[src/design/pic_pkg.sv]
// Constants and carrier types for the prioritized interrupt controller
package pic_pkg;
   // Register byte offsets
   localparam logic [7:0] OFS_FLAGS0 = 8'h00;
   localparam logic [7:0] OFS_ENABLE0 = 8'h0c;
   localparam logic [7:0] OFS_PRIO0 = 8'h20;
   localparam logic [7:0] OFS_EXC_CTRL = 8'h50;
   localparam logic [7:0] OFS_EXT_CTRL = 8'h54;
   localparam logic [7:0] OFS_CPU_LEVEL = 8'h58;
   localparam logic [7:0] OFS_TIMED_INTERRUPT_DISABLE_CNT = 8'h5c;
   localparam logic [7:0] OFS_IRQ_STAT = 8'h60;
   localparam logic [7:0] OFS_IRQ_MASK = 8'h64;
   localparam logic [7:0] OFS_SERVICE = 8'h68;
   // Counts
   localparam int NUM_FLAG_REGS = 3;
   localparam int NUM_PRIO_REGS = 11;
   localparam int NUM_EXT = 3;
   localparam int NUM_TRAPS = 4;
   // Field positions
   localparam int NESTING_DISABLE_BIT = 15;
   localparam int ALT_TABLE_BIT = 15;
   localparam int TIMED_INTERRUPT_DISABLE_BIT = 14;
   localparam int PRIO_FIELD_STRIDE = 4;
   // Levels and vectors
   localparam logic [3:0] TIMED_INTERRUPT_DISABLE_MAX_LEVEL = 4'h6;
   localparam logic [3:0] TRAP_BASE_LEVEL = 4'h8;
   localparam logic [5:0] TRAP_BASE_VECTOR = 6'h01;
   localparam logic [5:0] IRQ_BASE_VECTOR = 6'h08;
   localparam logic [23:0] PRIMARY_TABLE_BASE = 24'h000004;
   localparam logic [23:0] ALTERNATE_TABLE_BASE = 24'h000084;
   localparam logic [23:0] VECTOR_SPACE_END = 24'h0000fe;
   // Reset values
   localparam logic [3:0] CPU_LEVEL_RESET = 4'h0;
   localparam logic [15:0] IRQ_MASK_RESET = 16'h0000;
   // Block interrupt status bits
   localparam int EVT_TAKEN = 0;
   localparam int EVT_ADDR_ERR = 1;
   localparam int EVT_TIMED_INTERRUPT_DISABLE_END = 2;
   localparam int NUM_EVT = 3;

   typedef struct packed {
      logic valid;
      logic [5:0] vector;
      logic [3:0] level;
   } pic_req_s;

   typedef struct packed {
      logic [4:0] flags;
      logic [15:0] w3;
      logic [15:0] w2;
      logic [15:0] w1;
      logic [15:0] w0;
   } pic_shadow_s;
endpackage : pic_pkg

[src/design/pic_top.sv]
// Prioritized interrupt controller with AHB-Lite register slave
`timescale 1ns/100ps
`default_nettype none

module pic_top #(
   parameter int NUM_SRC = 41
) (
   // Clock and reset
   input wire logic CLK_SYS,
   input wire logic RESET_N,
   // AHB-Lite slave
   input wire logic HSEL,
   input wire logic [31:0] HADDR,
   input wire logic [1:0] HTRANS,
   input wire logic HWRITE,
   input wire logic [2:0] HSIZE,
   input wire logic [31:0] HWDATA,
   input wire logic HREADY,
   output logic [31:0] HRDATA,
   output logic HREADYOUT,
   output logic HRESP,
   output logic IRQ,
   // Request sources
   input wire logic [pic_pkg::NUM_EXT-1:0] EXT_REQ,
   input wire logic [NUM_SRC-pic_pkg::NUM_EXT-1:0] PERIPH_REQ,
   input wire logic [pic_pkg::NUM_TRAPS-1:0] TRAP_REQ,
   // Core request and service
   output pic_pkg::pic_req_s CORE_REQ,
   input wire logic INT_ACK,
   input wire logic INT_RET,
   input wire logic [3:0] RET_LEVEL,
   output logic [3:0] CPU_LEVEL,
   // Timed disable
   input wire logic TIMED_INTERRUPT_DISABLE_START,
   input wire logic [13:0] TIMED_INTERRUPT_DISABLE_COUNT,
   input wire logic INSTR_DONE,
   // Vector fetch and program counter
   output logic VEC_FETCH,
   output logic [23:0] VEC_ADDR,
   input wire logic PDATA_VALID,
   input wire logic [23:0] PDATA,
   input wire logic [23:0] PC_SEQ,
   output logic PC_LOAD,
   output logic [23:0] PC_VALUE,
   input wire logic FETCH_VALID,
   input wire logic FETCH_VECTOR,
   input wire logic [23:0] FETCH_ADDR,
   // Power state
   input wire logic SLEEP_OR_IDLE,
   output logic WAKE,
   // Shadow registers
   input wire logic SHADOW_PUSH,
   input wire logic SHADOW_POP,
   input wire pic_pkg::pic_shadow_s SHADOW_IN,
   output pic_pkg::pic_shadow_s SHADOW_OUT
);
   localparam int FW = 16 * pic_pkg::NUM_FLAG_REGS;

   logic [FW-1:0] flags_reg;
   logic [FW-1:0] enables_reg;
   logic [2:0] prio_reg [NUM_SRC];
   logic [pic_pkg::NUM_TRAPS-1:0] trap_reg;
   logic nesting_disable_reg;
   logic alt_reg;
   logic [pic_pkg::NUM_EXT-1:0] pol_reg;
   logic [pic_pkg::NUM_EXT-1:0] ext_prev_reg;
   logic [3:0] ipl_reg;
   logic [13:0] timed_interrupt_disable_reg;
   logic [7:0] depth_reg;
   logic [15:0] stat_reg;
   logic [15:0] mask_reg;
   logic fetch_wait_reg;

   // Bus capture
   logic wr_pend_reg;
   logic [7:0] wr_addr_reg;
   logic addr_ok;
   logic rd_ok;
   logic wr_en;
   logic [15:0] wd;
   logic [15:0] rd_val;

   assign addr_ok = HSEL && HREADY && HTRANS[1];
   assign rd_ok = addr_ok && !HWRITE;
   assign wr_en = wr_pend_reg;
   assign wd = HWDATA[15:0];

   always_ff @(posedge CLK_SYS or negedge RESET_N)
   begin
      if (!RESET_N)
      begin
         wr_pend_reg <= 1'b0;
         wr_addr_reg <= 8'h00;
         HREADYOUT <= 1'b1;
         HRESP <= 1'b0;
         HRDATA <= 32'h0000_0000;
      end
      else
      begin
         wr_pend_reg <= addr_ok && HWRITE && (HADDR[31:8] == 24'h00_0000);
         wr_addr_reg <= {HADDR[7:2], 2'b00};
         HREADYOUT <= 1'b1;
         HRESP <= 1'b0;
         HRDATA <= rd_ok ? {16'h0000, rd_val} : 32'h0000_0000;
      end
   end

   // Read decode, unmapped reads as zero
   always_comb
   begin
      logic [7:0] a;
      int k;
      k = 0;
      a = {HADDR[7:2], 2'b00};
      rd_val = 16'h0000;
      if (HADDR[31:8] == 24'h00_0000)
      begin
         for (k = 0; k < pic_pkg::NUM_FLAG_REGS; k++)
         begin
            if (a == pic_pkg::OFS_FLAGS0 + 8'(4 * k))
               rd_val = flags_reg[16*k +: 16];
            if (a == pic_pkg::OFS_ENABLE0 + 8'(4 * k))
               rd_val = enables_reg[16*k +: 16];
         end
         for (k = 0; k < NUM_SRC; k++)
            if (a == pic_pkg::OFS_PRIO0 + 8'(4 * (k / 4)))
               rd_val[pic_pkg::PRIO_FIELD_STRIDE*(k%4) +: 3] = prio_reg[k];
         if (a == pic_pkg::OFS_EXC_CTRL)
         begin
            rd_val[pic_pkg::NESTING_DISABLE_BIT] = nesting_disable_reg;
            rd_val[pic_pkg::NUM_TRAPS-1:0] = trap_reg;
         end
         if (a == pic_pkg::OFS_EXT_CTRL)
         begin
            rd_val[pic_pkg::ALT_TABLE_BIT] = alt_reg;
            rd_val[pic_pkg::TIMED_INTERRUPT_DISABLE_BIT] = (timed_interrupt_disable_reg != 14'h0000);
            rd_val[pic_pkg::NUM_EXT-1:0] = pol_reg;
         end
         if (a == pic_pkg::OFS_CPU_LEVEL)
            rd_val[3:0] = ipl_reg;
         if (a == pic_pkg::OFS_TIMED_INTERRUPT_DISABLE_CNT)
            rd_val[13:0] = timed_interrupt_disable_reg;
         if (a == pic_pkg::OFS_IRQ_STAT)
            rd_val = stat_reg;
         if (a == pic_pkg::OFS_IRQ_MASK)
            rd_val = mask_reg;
         if (a == pic_pkg::OFS_SERVICE)
            rd_val[7:0] = depth_reg;
      end
   end

   // External edge detection
   logic [pic_pkg::NUM_EXT-1:0] ext_evt;
   // Each pin has its own polarity: 1 selects the falling edge
   assign ext_evt = (pol_reg & ~EXT_REQ & ext_prev_reg)
                    | (~pol_reg & EXT_REQ & ~ext_prev_reg);

   always_ff @(posedge CLK_SYS or negedge RESET_N)
   begin
      if (!RESET_N)
         ext_prev_reg <= '0;
      else
         ext_prev_reg <= EXT_REQ;
   end

   // Request flags: set wins over a software write
   logic [FW-1:0] flag_set;
   logic [FW-1:0] flags_next;
   assign flag_set = FW'({PERIPH_REQ, ext_evt});

   always_comb
   begin
      int k;
      k = 0;
      flags_next = flags_reg;
      for (k = 0; k < pic_pkg::NUM_FLAG_REGS; k++)
         if (wr_en && wr_addr_reg == pic_pkg::OFS_FLAGS0 + 8'(4 * k))
            flags_next[16*k +: 16] = wd;
      flags_next = (flags_next | flag_set) & {{(FW-NUM_SRC){1'b0}}, {NUM_SRC{1'b1}}};
   end

   always_ff @(posedge CLK_SYS or negedge RESET_N)
   begin
      if (!RESET_N)
         flags_reg <= '0;
      else
         flags_reg <= flags_next;
   end

   // Enables and priority fields
   always_ff @(posedge CLK_SYS or negedge RESET_N)
   begin
      if (!RESET_N)
      begin
         enables_reg <= '0;
         for (int k = 0; k < NUM_SRC; k++)
            prio_reg[k] <= 3'h0;
      end
      else if (wr_en)
      begin
         for (int k = 0; k < pic_pkg::NUM_FLAG_REGS; k++)
            if (wr_addr_reg == pic_pkg::OFS_ENABLE0 + 8'(4 * k))
               enables_reg[16*k +: 16] <= wd;
         for (int k = 0; k < NUM_SRC; k++)
            if (wr_addr_reg == pic_pkg::OFS_PRIO0 + 8'(4 * (k / 4)))
               prio_reg[k] <= wd[pic_pkg::PRIO_FIELD_STRIDE*(k%4) +: 3];
      end
   end

   // Control registers
   always_ff @(posedge CLK_SYS or negedge RESET_N)
   begin
      if (!RESET_N)
      begin
         nesting_disable_reg <= 1'b0;
         alt_reg <= 1'b0;
         pol_reg <= '0;
         mask_reg <= pic_pkg::IRQ_MASK_RESET;
      end
      else if (wr_en)
      begin
         if (wr_addr_reg == pic_pkg::OFS_EXC_CTRL)
            nesting_disable_reg <= wd[pic_pkg::NESTING_DISABLE_BIT];
         if (wr_addr_reg == pic_pkg::OFS_EXT_CTRL)
         begin
            alt_reg <= wd[pic_pkg::ALT_TABLE_BIT];
            pol_reg <= wd[pic_pkg::NUM_EXT-1:0];
         end
         if (wr_addr_reg == pic_pkg::OFS_IRQ_MASK)
            mask_reg <= wd;
      end
   end

   // Address error on a vector-space fetch outside vectoring
   logic addr_err;
   assign addr_err = FETCH_VALID && !FETCH_VECTOR && (FETCH_ADDR <= pic_pkg::VECTOR_SPACE_END);

   // Trap flags, set wins over a write
   logic [pic_pkg::NUM_TRAPS-1:0] trap_next;

   always_comb
   begin
      trap_next = trap_reg;
      if (wr_en && wr_addr_reg == pic_pkg::OFS_EXC_CTRL)
         trap_next = wd[pic_pkg::NUM_TRAPS-1:0];
      trap_next = trap_next | TRAP_REQ;
      trap_next[1] = trap_next[1] | addr_err;
   end

   always_ff @(posedge CLK_SYS or negedge RESET_N)
   begin
      if (!RESET_N)
         trap_reg <= '0;
      else
         trap_reg <= trap_next;
   end

   // Arbitration
   logic found;
   logic [3:0] best_lvl;
   logic [5:0] best_vec;
   logic timed_interrupt_disable_on;
   assign timed_interrupt_disable_on = (timed_interrupt_disable_reg != 14'h0000);

   always_comb
   begin
      logic [3:0] lv;
      lv = 4'h0;
      found = 1'b0;
      best_lvl = 4'h0;
      best_vec = 6'h00;
      for (int i = 0; i < NUM_SRC; i++)
      begin
         lv = {1'b0, prio_reg[i]};
         if (flags_reg[i] && enables_reg[i] && lv != 4'h0
             && lv > ipl_reg && lv > best_lvl
             && !(timed_interrupt_disable_on && lv <= pic_pkg::TIMED_INTERRUPT_DISABLE_MAX_LEVEL))
         begin
            found = 1'b1;
            best_lvl = lv;
            best_vec = pic_pkg::IRQ_BASE_VECTOR + 6'(i);
         end
      end
      for (int t = 0; t < pic_pkg::NUM_TRAPS; t++)
      begin
         lv = pic_pkg::TRAP_BASE_LEVEL + 4'(t);
         if (trap_reg[t] && lv > ipl_reg && lv >= best_lvl)
         begin
            found = 1'b1;
            best_lvl = lv;
            best_vec = pic_pkg::TRAP_BASE_VECTOR + 6'(t);
         end
      end
      if (nesting_disable_reg && depth_reg != 8'h00)
         found = 1'b0;
   end

   // Request to the core and wake-up
   always_ff @(posedge CLK_SYS or negedge RESET_N)
   begin
      if (!RESET_N)
      begin
         CORE_REQ <= '0;
         WAKE <= 1'b0;
      end
      else
      begin
         CORE_REQ.valid <= found && !INT_ACK && !fetch_wait_reg;
         CORE_REQ.vector <= best_vec;
         CORE_REQ.level <= best_lvl;
         WAKE <= found && SLEEP_OR_IDLE;
      end
   end

   // CPU level, service depth
   always_ff @(posedge CLK_SYS or negedge RESET_N)
   begin
      if (!RESET_N)
      begin
         ipl_reg <= pic_pkg::CPU_LEVEL_RESET;
         depth_reg <= 8'h00;
      end
      else
      begin
         if (INT_ACK && CORE_REQ.valid)
         begin
            ipl_reg <= CORE_REQ.level;
            depth_reg <= depth_reg + 8'h01;
         end
         else if (INT_RET && depth_reg != 8'h00)
         begin
            ipl_reg <= RET_LEVEL;
            depth_reg <= depth_reg - 8'h01;
         end
         else if (wr_en && wr_addr_reg == pic_pkg::OFS_CPU_LEVEL && !nesting_disable_reg)
            ipl_reg <= wd[3:0];
      end
   end

   always_ff @(posedge CLK_SYS or negedge RESET_N)
   begin
      if (!RESET_N)
         CPU_LEVEL <= pic_pkg::CPU_LEVEL_RESET;
      else
         CPU_LEVEL <= ipl_reg;
   end

   // Timed disable counter
   always_ff @(posedge CLK_SYS or negedge RESET_N)
   begin
      if (!RESET_N)
         timed_interrupt_disable_reg <= 14'h0000;
      else if (TIMED_INTERRUPT_DISABLE_START)
         timed_interrupt_disable_reg <= TIMED_INTERRUPT_DISABLE_COUNT;
      else if (INSTR_DONE && timed_interrupt_disable_on)
         timed_interrupt_disable_reg <= timed_interrupt_disable_reg - 14'h0001;
   end

   // Vector fetch and program counter input multiplexer
   always_ff @(posedge CLK_SYS or negedge RESET_N)
   begin
      if (!RESET_N)
      begin
         fetch_wait_reg <= 1'b0;
         VEC_FETCH <= 1'b0;
         VEC_ADDR <= 24'h000000;
         PC_LOAD <= 1'b0;
         PC_VALUE <= 24'h000000;
      end
      else
      begin
         VEC_FETCH <= 1'b0;
         PC_LOAD <= 1'b0;
         if (INT_ACK && CORE_REQ.valid)
         begin
            fetch_wait_reg <= 1'b1;
            VEC_FETCH <= 1'b1;
            VEC_ADDR <= (alt_reg ? pic_pkg::ALTERNATE_TABLE_BASE
                                 : pic_pkg::PRIMARY_TABLE_BASE)
                        + {17'h00000, CORE_REQ.vector - 6'h01, 1'b0};
         end
         if (fetch_wait_reg && PDATA_VALID)
         begin
            fetch_wait_reg <= 1'b0;
            PC_LOAD <= 1'b1;
            PC_VALUE <= PDATA;
         end
         else
            PC_VALUE <= PC_SEQ;
      end
   end

   // Shadow copies
   always_ff @(posedge CLK_SYS or negedge RESET_N)
   begin
      if (!RESET_N)
         SHADOW_OUT <= '0;
      else if (SHADOW_PUSH)
         SHADOW_OUT <= SHADOW_IN;
   end

   // Block events: sticky, cleared by read, set wins
   logic [pic_pkg::NUM_EVT-1:0] evt;
   assign evt = {(timed_interrupt_disable_reg == 14'h0001) && INSTR_DONE && !TIMED_INTERRUPT_DISABLE_START,
                 addr_err, INT_ACK && CORE_REQ.valid};
   logic rclr;
   logic [15:0] stat_next;
   assign rclr = rd_ok && {HADDR[7:2], 2'b00} == pic_pkg::OFS_IRQ_STAT
                 && HADDR[31:8] == 24'h00_0000;
   assign stat_next = (rclr ? 16'h0000 : stat_reg) | 16'(evt);

   always_ff @(posedge CLK_SYS or negedge RESET_N)
   begin
      if (!RESET_N)
      begin
         stat_reg <= 16'h0000;
         IRQ <= 1'b0;
      end
      else
      begin
         stat_reg <= stat_next;
         IRQ <= |(stat_next & mask_reg);
      end
   end
endmodule : pic_top
`default_nettype wire

[config.mk]
export PLATFORM = sky130hd
export DESIGN_NAME = pic_top
export DESIGN_NICKNAME = d
export VERILOG_FILES = /design/src/design/pic_pkg.sv /design/src/design/pic_top.sv
export SDC_FILE = /design/constraint.sdc
export NUM_CORES = 1
export LEC_CHECK = 0
export ABC_CLOCK_PERIOD_IN_PS = 70400
export BUFFER_PORTS_ARGS = -buffer_cell sky130_fd_sc_hd__buf_2
export CORE_ASPECT_RATIO = 1.5
export CORE_MARGIN = 2
export CORE_UTILIZATION = 30
export DETAILED_ROUTE_END_ITERATION = 16
export GPL_TIMING_DRIVEN = 0
export PLACE_DENSITY = 0.49
export SYNTH_ARGS = -nofsm -noshare
export SYNTH_HDL_FRONTEND = slang
export SYNTH_SLANG_ARGS = --single-unit
[constraint.sdc]
create_clock -name CLK_SYS -period 70.4 [get_ports CLK_SYS]
set_input_delay 3.52 -clock CLK_SYS [delete_from_list [all_inputs] [get_ports CLK_SYS]]
set_output_delay 3.52 -clock CLK_SYS [all_outputs]
set_load 0.03 [all_outputs]
==> results of run 1 <==
-- placed cells by master (no fill, tap or decap), types with 12 or more instances in the layout --
cell       instances
dfrtp_1          425
clkbuf_16         53
o21a_1            27
o22ai_1           20
nor3_1            63
o211ai_1          25
nand3_1           90
or3_1             22
a22oi_1           43
inv_1            161
or2_2             12
nand2b_1          31
nand2_1          414
and3_1            32
xnor2_1           21
nor4_1            16
o21ai_0          213
a21o_1            43
a311oi_1          26
ha_1             231
conb_1            34
nor2b_1           34
clkinv_2          13
a221oi_1          23
buf_4             51
a21oi_1          159
mux2_2           264
buf_2            401
mux2i_1           38
clkbuf_1         117
or4_1             17
nand4_1           36
nand3b_1          58
and2_1            30
a31oi_1           48
nor2_1           177
-- synth_stat cells, types with 43 or more instances --
library cell and number:
a21o_1 43, a21oi_1 160, a22oi_1 44, a31oi_1 52
clkbuf_1 112, dfrtp_1 426, ha_1 231, inv_1 163
mux2_2 264, nand2_1 415, nand3_1 92, nand3b_1 58
nor2_1 178, nor3_1 68, o21ai_0 220
-- final cells by class --
type	count	area (um^2)	share of cell area
Sequential cell	426	10660	0.2981
Clock inverter	25	322.8	0.009024
Tap cell	1287	1610	0.04501
Timing Repair Buffer	422	2280	0.06372
Antenna cell	10	25.02	0.0006995
Clock buffer	69	1436	0.04015
Multi-Input combinational cell	2521	18050	0.5047
Buffer	160	758.2	0.02119
Inverter	164	623.1	0.01742
-- worst paths after layout --
kind                                                 from            end  slack (ps)  cells past startpoint
hold / removal                                VEC_ADDR[2]    VEC_ADDR[2]         470                      2
setup / recovery           timed_interrupt_disable_reg[0]    CORE_REQ[5]        4520                    293
hold reg to reg                               VEC_ADDR[2]    VEC_ADDR[2]         470                      2
max in group asynchronous                         RESET_N   flags_reg[3]       65660                      4
min in group asynchronous                         RESET_N  SHADOW_OUT[1]        2780                      1
setup reg to reg           timed_interrupt_disable_reg[0]    CORE_REQ[5]        4520                    293
-- tightest hold or removal path: cells and delay by family (launching register included) --
kind / cells / cell delay (ps)
flip-flops: 1 / 340
AO/OA/AOI/OAI: 1 / 50
AND/OR/NAND/NOR: 1 / 40
-- metal layers --
layer,up-vias,global-route usage,routed length (um)
met3,389,0.03682,8089
met1,13880,0.2899,50110
met4,20,0.1579,10240
li1,12910,-,-
met5,-,0,133
met2,1235,0.4562,65820
-- power by group --
group | total, mW | switching (mW) | internal, mW
clock network | 0.283 | 0.117 | 0.166
logic | 0.101 | 0.0650 | 0.0361
registers | 0.266 | 0.0114 | 0.255
-- per-stage QoR --
stage	util	hold WS, ps	setup TNS, ps
CTS	0.3606	479.3	0
global route	0.3639	515.3	-318.6
global placement	0.3402	460.9	-17360
detailed placement	0.3423	465.5	-14640
finish	0.3641	473.3	0
floorplan	-	351.9	0
-- repair_timing --
action                                  in CTS  in global routing
hold buffers                                 0                  0
buffers inserted                             0                 14
hold endpoints to repair                     0                  0
endpoints found under the setup margin      11                 11
pin swaps                                    0                  8
resized for setup                            9                 58
-- kinds of logic (layout without fill, tap and decap cells) --
family          count (synthesis)  count (layout)  synth area share
flops                         426             426            0.3589
buf+inv                       326             840           0.04609
fa+ha+maj                     235             235           0.09901
mux                           315             315            0.1211
compound gates                818             818            0.1852
simple gates                 1087            1087            0.1800
other cells                     2              44         0.0002529
xor+xnor                       32              32          0.009437
==> summary.txt, run 1 <==
Run status
  – Status: finished, violations left
  – Failing checks: antenna violations

Setup path
  – Crit-path max cell delay: 680 ps
  – Crit path buf inv count: 30
  – Crit Path Class: reg2reg
  – Most frequent CP cell: ha_1
  – Crit path capture type: register
  – Worst Path Max Fanout: 10
  – Slowest CP cell: or4_1
  – CP required: 70,900 ps
  – CP startpoint kind: register
  – Family with the most delay on the worst path: compound AO/OA/AOI/OAI gates
  – Crit path arrival time: 66,380 ps

Cells and area
  – P&R area growth vs syn: 20.46%
  – Largest register FFs: 123
  – Nets@finish: 4,267
  – Post-route non-filler standard cell count: 5,084
  – Post-route cell area: 35,770 um^2
  – Number of fill cells: 10,160
  – Share of cells above drive strength 1: 0.2429

Die
  – Die area: 101,600 um^2
  – DIE HEIGHT: 389.3 um
  – Chip Width: 260.9 um
  – Core Region: 98,270 um^2
  – Initial core utilization: 0.3022
  – IO Count: 458
  – Row count: 141

Routing
  – Via density: 5.593
  – Detailed-route DRC error count: 0
  – Final wirelength: 134,400 um
  – DR pass1 iterations: 6
  – Vias: 28,430
  – Detailed Route Iter0 Violations: 2,139
  – Final ANT Viol Nets: 1
  – Average wire per standard cell: 26.43 um

Synth
  – Post-Syn Instances: 3,241
  – Syn avg cell area: 9.163 um^2
  – Register area share after synthesis: 0.3589
  – Main synth FF type: dfrtp_1
  – Mapped Area: 29,700 um^2
  – Dominant cells by area after synthesis: dfrtp_1, mux2_2, ha_1
  – Asr flop ratio synth: 1.000
  – EDFF count, synth: 0
  – Yosys warning count: 0
  – Seq cells post-synth: 426
  – Unique masters post-synth: 106
  – Synth top area share: 0.3589
  – Dominant cell type by area after synthesis: dfrtp_1

Timing
  – Max Slew Vio Count: 0
  – Part of the cycle the worst path needs: 0.9359
  – Worst slew pin tran: 1438 ps
  – Slew HR: 0.04145
  – Clock skew: 31.81 ps
  – Setup violations, final: 0
  – Min setup slack post-route: 4516 ps
  – Tmin final: 65,880 ps
  – Fmax: 0.01518 GHz
  – Final hold violation count: 0

Clocking
  – Clock-pin slew on the worst setup and hold paths: 70 ps
  – Worst skew pair latency: 620 ps
  – CTS tree: built
  – Clk root buf: clkbuf_16
  – # clock sinks: 426
  – Num CTS Buffers: 52
  – Max Buffers Root-to-Sink: 3
  – H-tree Lvls: 2

Flow run
  – Maxcap violations: 0

Placement
  – Final HPWL DP: 104,300 um
  – Post-Place Cell Area: 33,640 um^2
  – Gpl congestion: 0.9980
  – PortBufs: 399
  – Cell count after placement: 4,968
  – Placement Setup Slack: -1501 ps

Min path
  – Worst Hold Class: reg2reg

Global route
  – Largest net degree at the start of global routing: 101
  – Vias in the first global route: 28,360
  – Gr ovfl total: 0
  – Gr usage total: 0.2580
  – Global-route wire length before repair: 191,800 um
  – Antenna violations before repair: 21

Power and ir drop
  – Static leakage: 16.70 nW
  – PwrDens: 18.17 nW/um^2
  – Overall Power: 0.6501 mW
  – Worst vdd ir: 0.01793 mV
Note: power is estimated with default switching activity, not from simulation.
==> inputs of run 2 (changes only) <==
--- a/config.mk
+++ b/config.mk
@@ -10,8 +10,8 @@
 export CORE_ASPECT_RATIO = 1.5
 export CORE_MARGIN = 2
 export CORE_UTILIZATION = 30
+export CTS_CLUSTER_SIZE = 12
 export DETAILED_ROUTE_END_ITERATION = 16
-export GPL_TIMING_DRIVEN = 0
 export PLACE_DENSITY = 0.49
 export SYNTH_ARGS = -nofsm -noshare
 export SYNTH_HDL_FRONTEND = slang
==> run 2 against run 1 <==
The run now ends clean. Setup slack improved by 510 ps. Largest power group unchanged. Maximum frequency rose by 0.78%. Cell count fell by 2.8%. Largest cell class unchanged. Die area did not move. Via count fell by 2.6%. Clock power barely moved. Core utilization fell by 0.73 points. Combinational power fell by 5%. Register-to-register slack improved by 510 ps. Critical endpoint is now CORE_REQ[1]. Worst hold slack got worse by 16 ps. Highest routed layer unchanged.
==> summary.txt, run 2 (synthesized netlist as in run 1, its figures left out) <==
Run status
  – Status: finished, final reports clean

Power and ir drop
  – Clk pwr share: 0.439 (+0.004)
  – Sw Share: 0.2914 (-0.006203)
  – Psw: 0.1882 mW (-2.7%)
  – Combinational share of power: 0.148 (-0.008)
  – Register share of total power: 0.413 (+0.003)
  – Cell internal pwr: 0.4576 mW (+0.23%)
  – Static leakage: 16.45 nW (-1.5%)
  – Worst vdd ir: 0.02301 mV (+28%)
  – PwrDens: 18.42 nW/um^2 (+1.4%)

Routing
  – Detailed-route DRC error count: 0 (unchanged)
  – Average wire per standard cell: 25.47 um (-3.7%)
  – Final ANT Viol Nets: 0 (-1)
  – Via density: 5.602 (+0.16%)
  – Detailed Route Iter0 Violations: 2,229 (+4.2%)
  – Vias: 27,700 (-2.6%)
  – Final wirelength: 125,900 um (-6.3%)
  – DR pass1 iterations: 6 (unchanged)

Timing
  – Setup_tns: 0 ps (unchanged)
  – Worst slew pin tran: 1129 ps (-309.2 ps)
  – Fmax: 0.01530 GHz (+0.78%)
  – Tmin final: 65,370 ps (-510.3 ps)
  – Setup violations, final: 0 (unchanged)
  – Setup repair after global routing missed its margin: no
  – Clock skew: 12.10 ps (-19.71 ps)
  – Slew HR: 0.2468 (+0.2053)
  – Part of the cycle the worst path needs: 0.9286 (-0.007248)
  – Final hold violation count: 0 (unchanged)
  – Min setup slack post-route: 5026 ps (+510.3 ps)
  – Max Slew Vio Count: 0 (unchanged)

Setup path
  – CP startpoint kind: register
  – Crit Path Class: reg2reg
  – Worst Path Max Fanout: 14 (+4)
  – Crit-path max cell delay: 670 ps (about the same)
  – CP required: 70,920 ps (+20 ps)
  – Crit path arrival time: 65,890 ps (-490 ps)
  – Most frequent CP cell: ha_1
  – Slowest CP cell: or4_1
  – Crit path capture type: register

Min path
  – Worst Hold Class: reg2reg

Cells and area
  – Post-route cell area: 35,060 um^2 (-2.0%)
  – Largest register FFs: 123 (unchanged)
  – Commonest non-fill, non-tap cell in the layout: dfrtp_1
  – Share of cells above drive strength 1: 0.2462 (+0.003302)
  – Number of fill cells: 10,150 (-0.11%)
  – Most frequent cells in the layout: dfrtp_1, nand2_1, buf_2
  – Nets@finish: 4,134 (-3.1%)
  – P&R area growth vs syn: 18.06%
  – Post-route non-filler standard cell count: 4,944 (-2.8%)

Die
  – Core Region: 98,270 um^2 (unchanged)
  – IO Count: 458 (unchanged)
  – Chip Width: 260.9 um (unchanged)
  – Row count: 141 (unchanged)
  – DIE HEIGHT: 389.3 um (unchanged)
  – Initial core utilization: 0.3022 (unchanged)
  – Die area: 101,600 um^2 (unchanged)

Global route
  – Gr ovfl total: 0 (unchanged)
  – Vias in the first global route: 27,310 (-3.7%)
  – Global-route wire length before repair: 181,400 um (-5.4%)
  – Largest net degree at the start of global routing: 147 (+46%)
  – GR Util met1: 0.2736 (-0.01626)
  – Busiest grt layer: met2
  – Routing usage on met2: 0.4246 (-0.03159)
  – Gr usage total: 0.2415 (-0.01652)
  – Antenna violations before repair: 10 (-52%)
  – Met3 track demand over resource: 0.03721 (+0.0003903)

Clocking
  – CTS tree: built
  – Clock-pin slew on the worst setup and hold paths: 60 ps (about the same)
  – # hold bufs at CTS: 0 (unchanged)
  – H-tree Lvls: 2 (unchanged)
  – Worst skew pair latency: 620 ps (about the same)
  – # clock sinks: 426 (unchanged)
  – Num CTS Buffers: 50 (-3.8%)
  – Max Buffers Root-to-Sink: 3 (unchanged)
  – Clk root buf: clkbuf_16

Placement
  – Post-Place Cell Area: 33,110 um^2 (-1.6%)
  – Gpl congestion: 0.9688 (-2.9%)
  – Placement Setup Slack: 1838 ps (+3338 ps)
  – Final HPWL DP: 95,110 um (-8.8%)
  – PortBufs: 400 (+0.25%)
  – Cell count after placement: 4,844 (-2.5%)

Flow run
  – Maxcap violations: 0 (unchanged)
## run 2: cell types whose count changed in the layout (fill, tap and decap cells not counted), sizes merged
cell,before,now
clkbuf,179,71
buf,472,451
diode,10,2
clkinv,16,12
inv,164,166
clkinvlp,3,2
## run 2: critical path, delay by kind of cell (launching register included)
kind            cells  cell delay (ps)
mux                19             5540
fa+ha+maj          43            12490
compound gates    124            26600
simple gates       79            18600
buf+inv            15             1510
flops               1              460
## run 2: cell type report
class,count,area [um^2],area share
diodes,2,5.005,0.0001427
clock buffers,71,1484,0.04232
clock inverters,22,276.5,0.007887
inverters,164,618.1,0.01763
multi-input cells,2521,17980,0.5129
flip-flops and latches,426,10660,0.3041
well taps,1287,1610,0.04593
repair buffers,451,2422,0.06909
## run 2: power groups by stage
stage | Clock (mW) | Sequential [mW] | Combinational (mW)
4_1_cts | 0.289 | 0.267 | 0.0956
6_report | 0.284 | 0.267 | 0.0955
2_1_floorplan | 0 | 0.277 | 0.0471
3_3_place_gp | 0 | 0.271 | 0.0946
5_1_grt | 0.298 | 0.268 | 0.104
3_5_place_dp | 0 | 0.271 | 0.0954
## run 2: worst paths after layout
check,startpoint,endpoint,slack (ps),cells after the start
worst max-delay path,timed_interrupt_disable_reg[1],CORE_REQ[1],5030,280
worst min-delay path,ipl_reg[2],CPU_LEVEL[2],460,0
worst max register to register,timed_interrupt_disable_reg[1],CORE_REQ[1],5030,280
worst min register to register,ipl_reg[2],CPU_LEVEL[2],460,0
max in group asynchronous,RESET_N,prio_reg[49],65150,3
min in group asynchronous,RESET_N,SHADOW_OUT[1],2940,1
## run 2: per-stage QoR
step | hold WS (ps) | total power, mW | utilization
final | 457.6 | 0.6459 | 0.3568
after floorplan | 351.9 | 0.3242 | -
after CTS | 465.5 | 0.6512 | 0.3549
after global placement | 443.5 | 0.3652 | 0.3369
after global routing | 468.3 | 0.6694 | 0.3567
after detailed placement | 444.1 | 0.3662 | 0.3369
## run 2: what timing repair did
item,in CTS,in global routing
gates resized for setup,0,36
endpoints found under the setup margin,0,11
buffers inserted,0,5
## run 2: per-layer routing
metal | part of all wire | vias to the layer above
met3 | 0.059 | 327
met1 | 0.38 | 13630
met4 | 0.072 | 12
li1 | - | 12640
met5 | 0.00055 | -
met2 | 0.49 | 1094
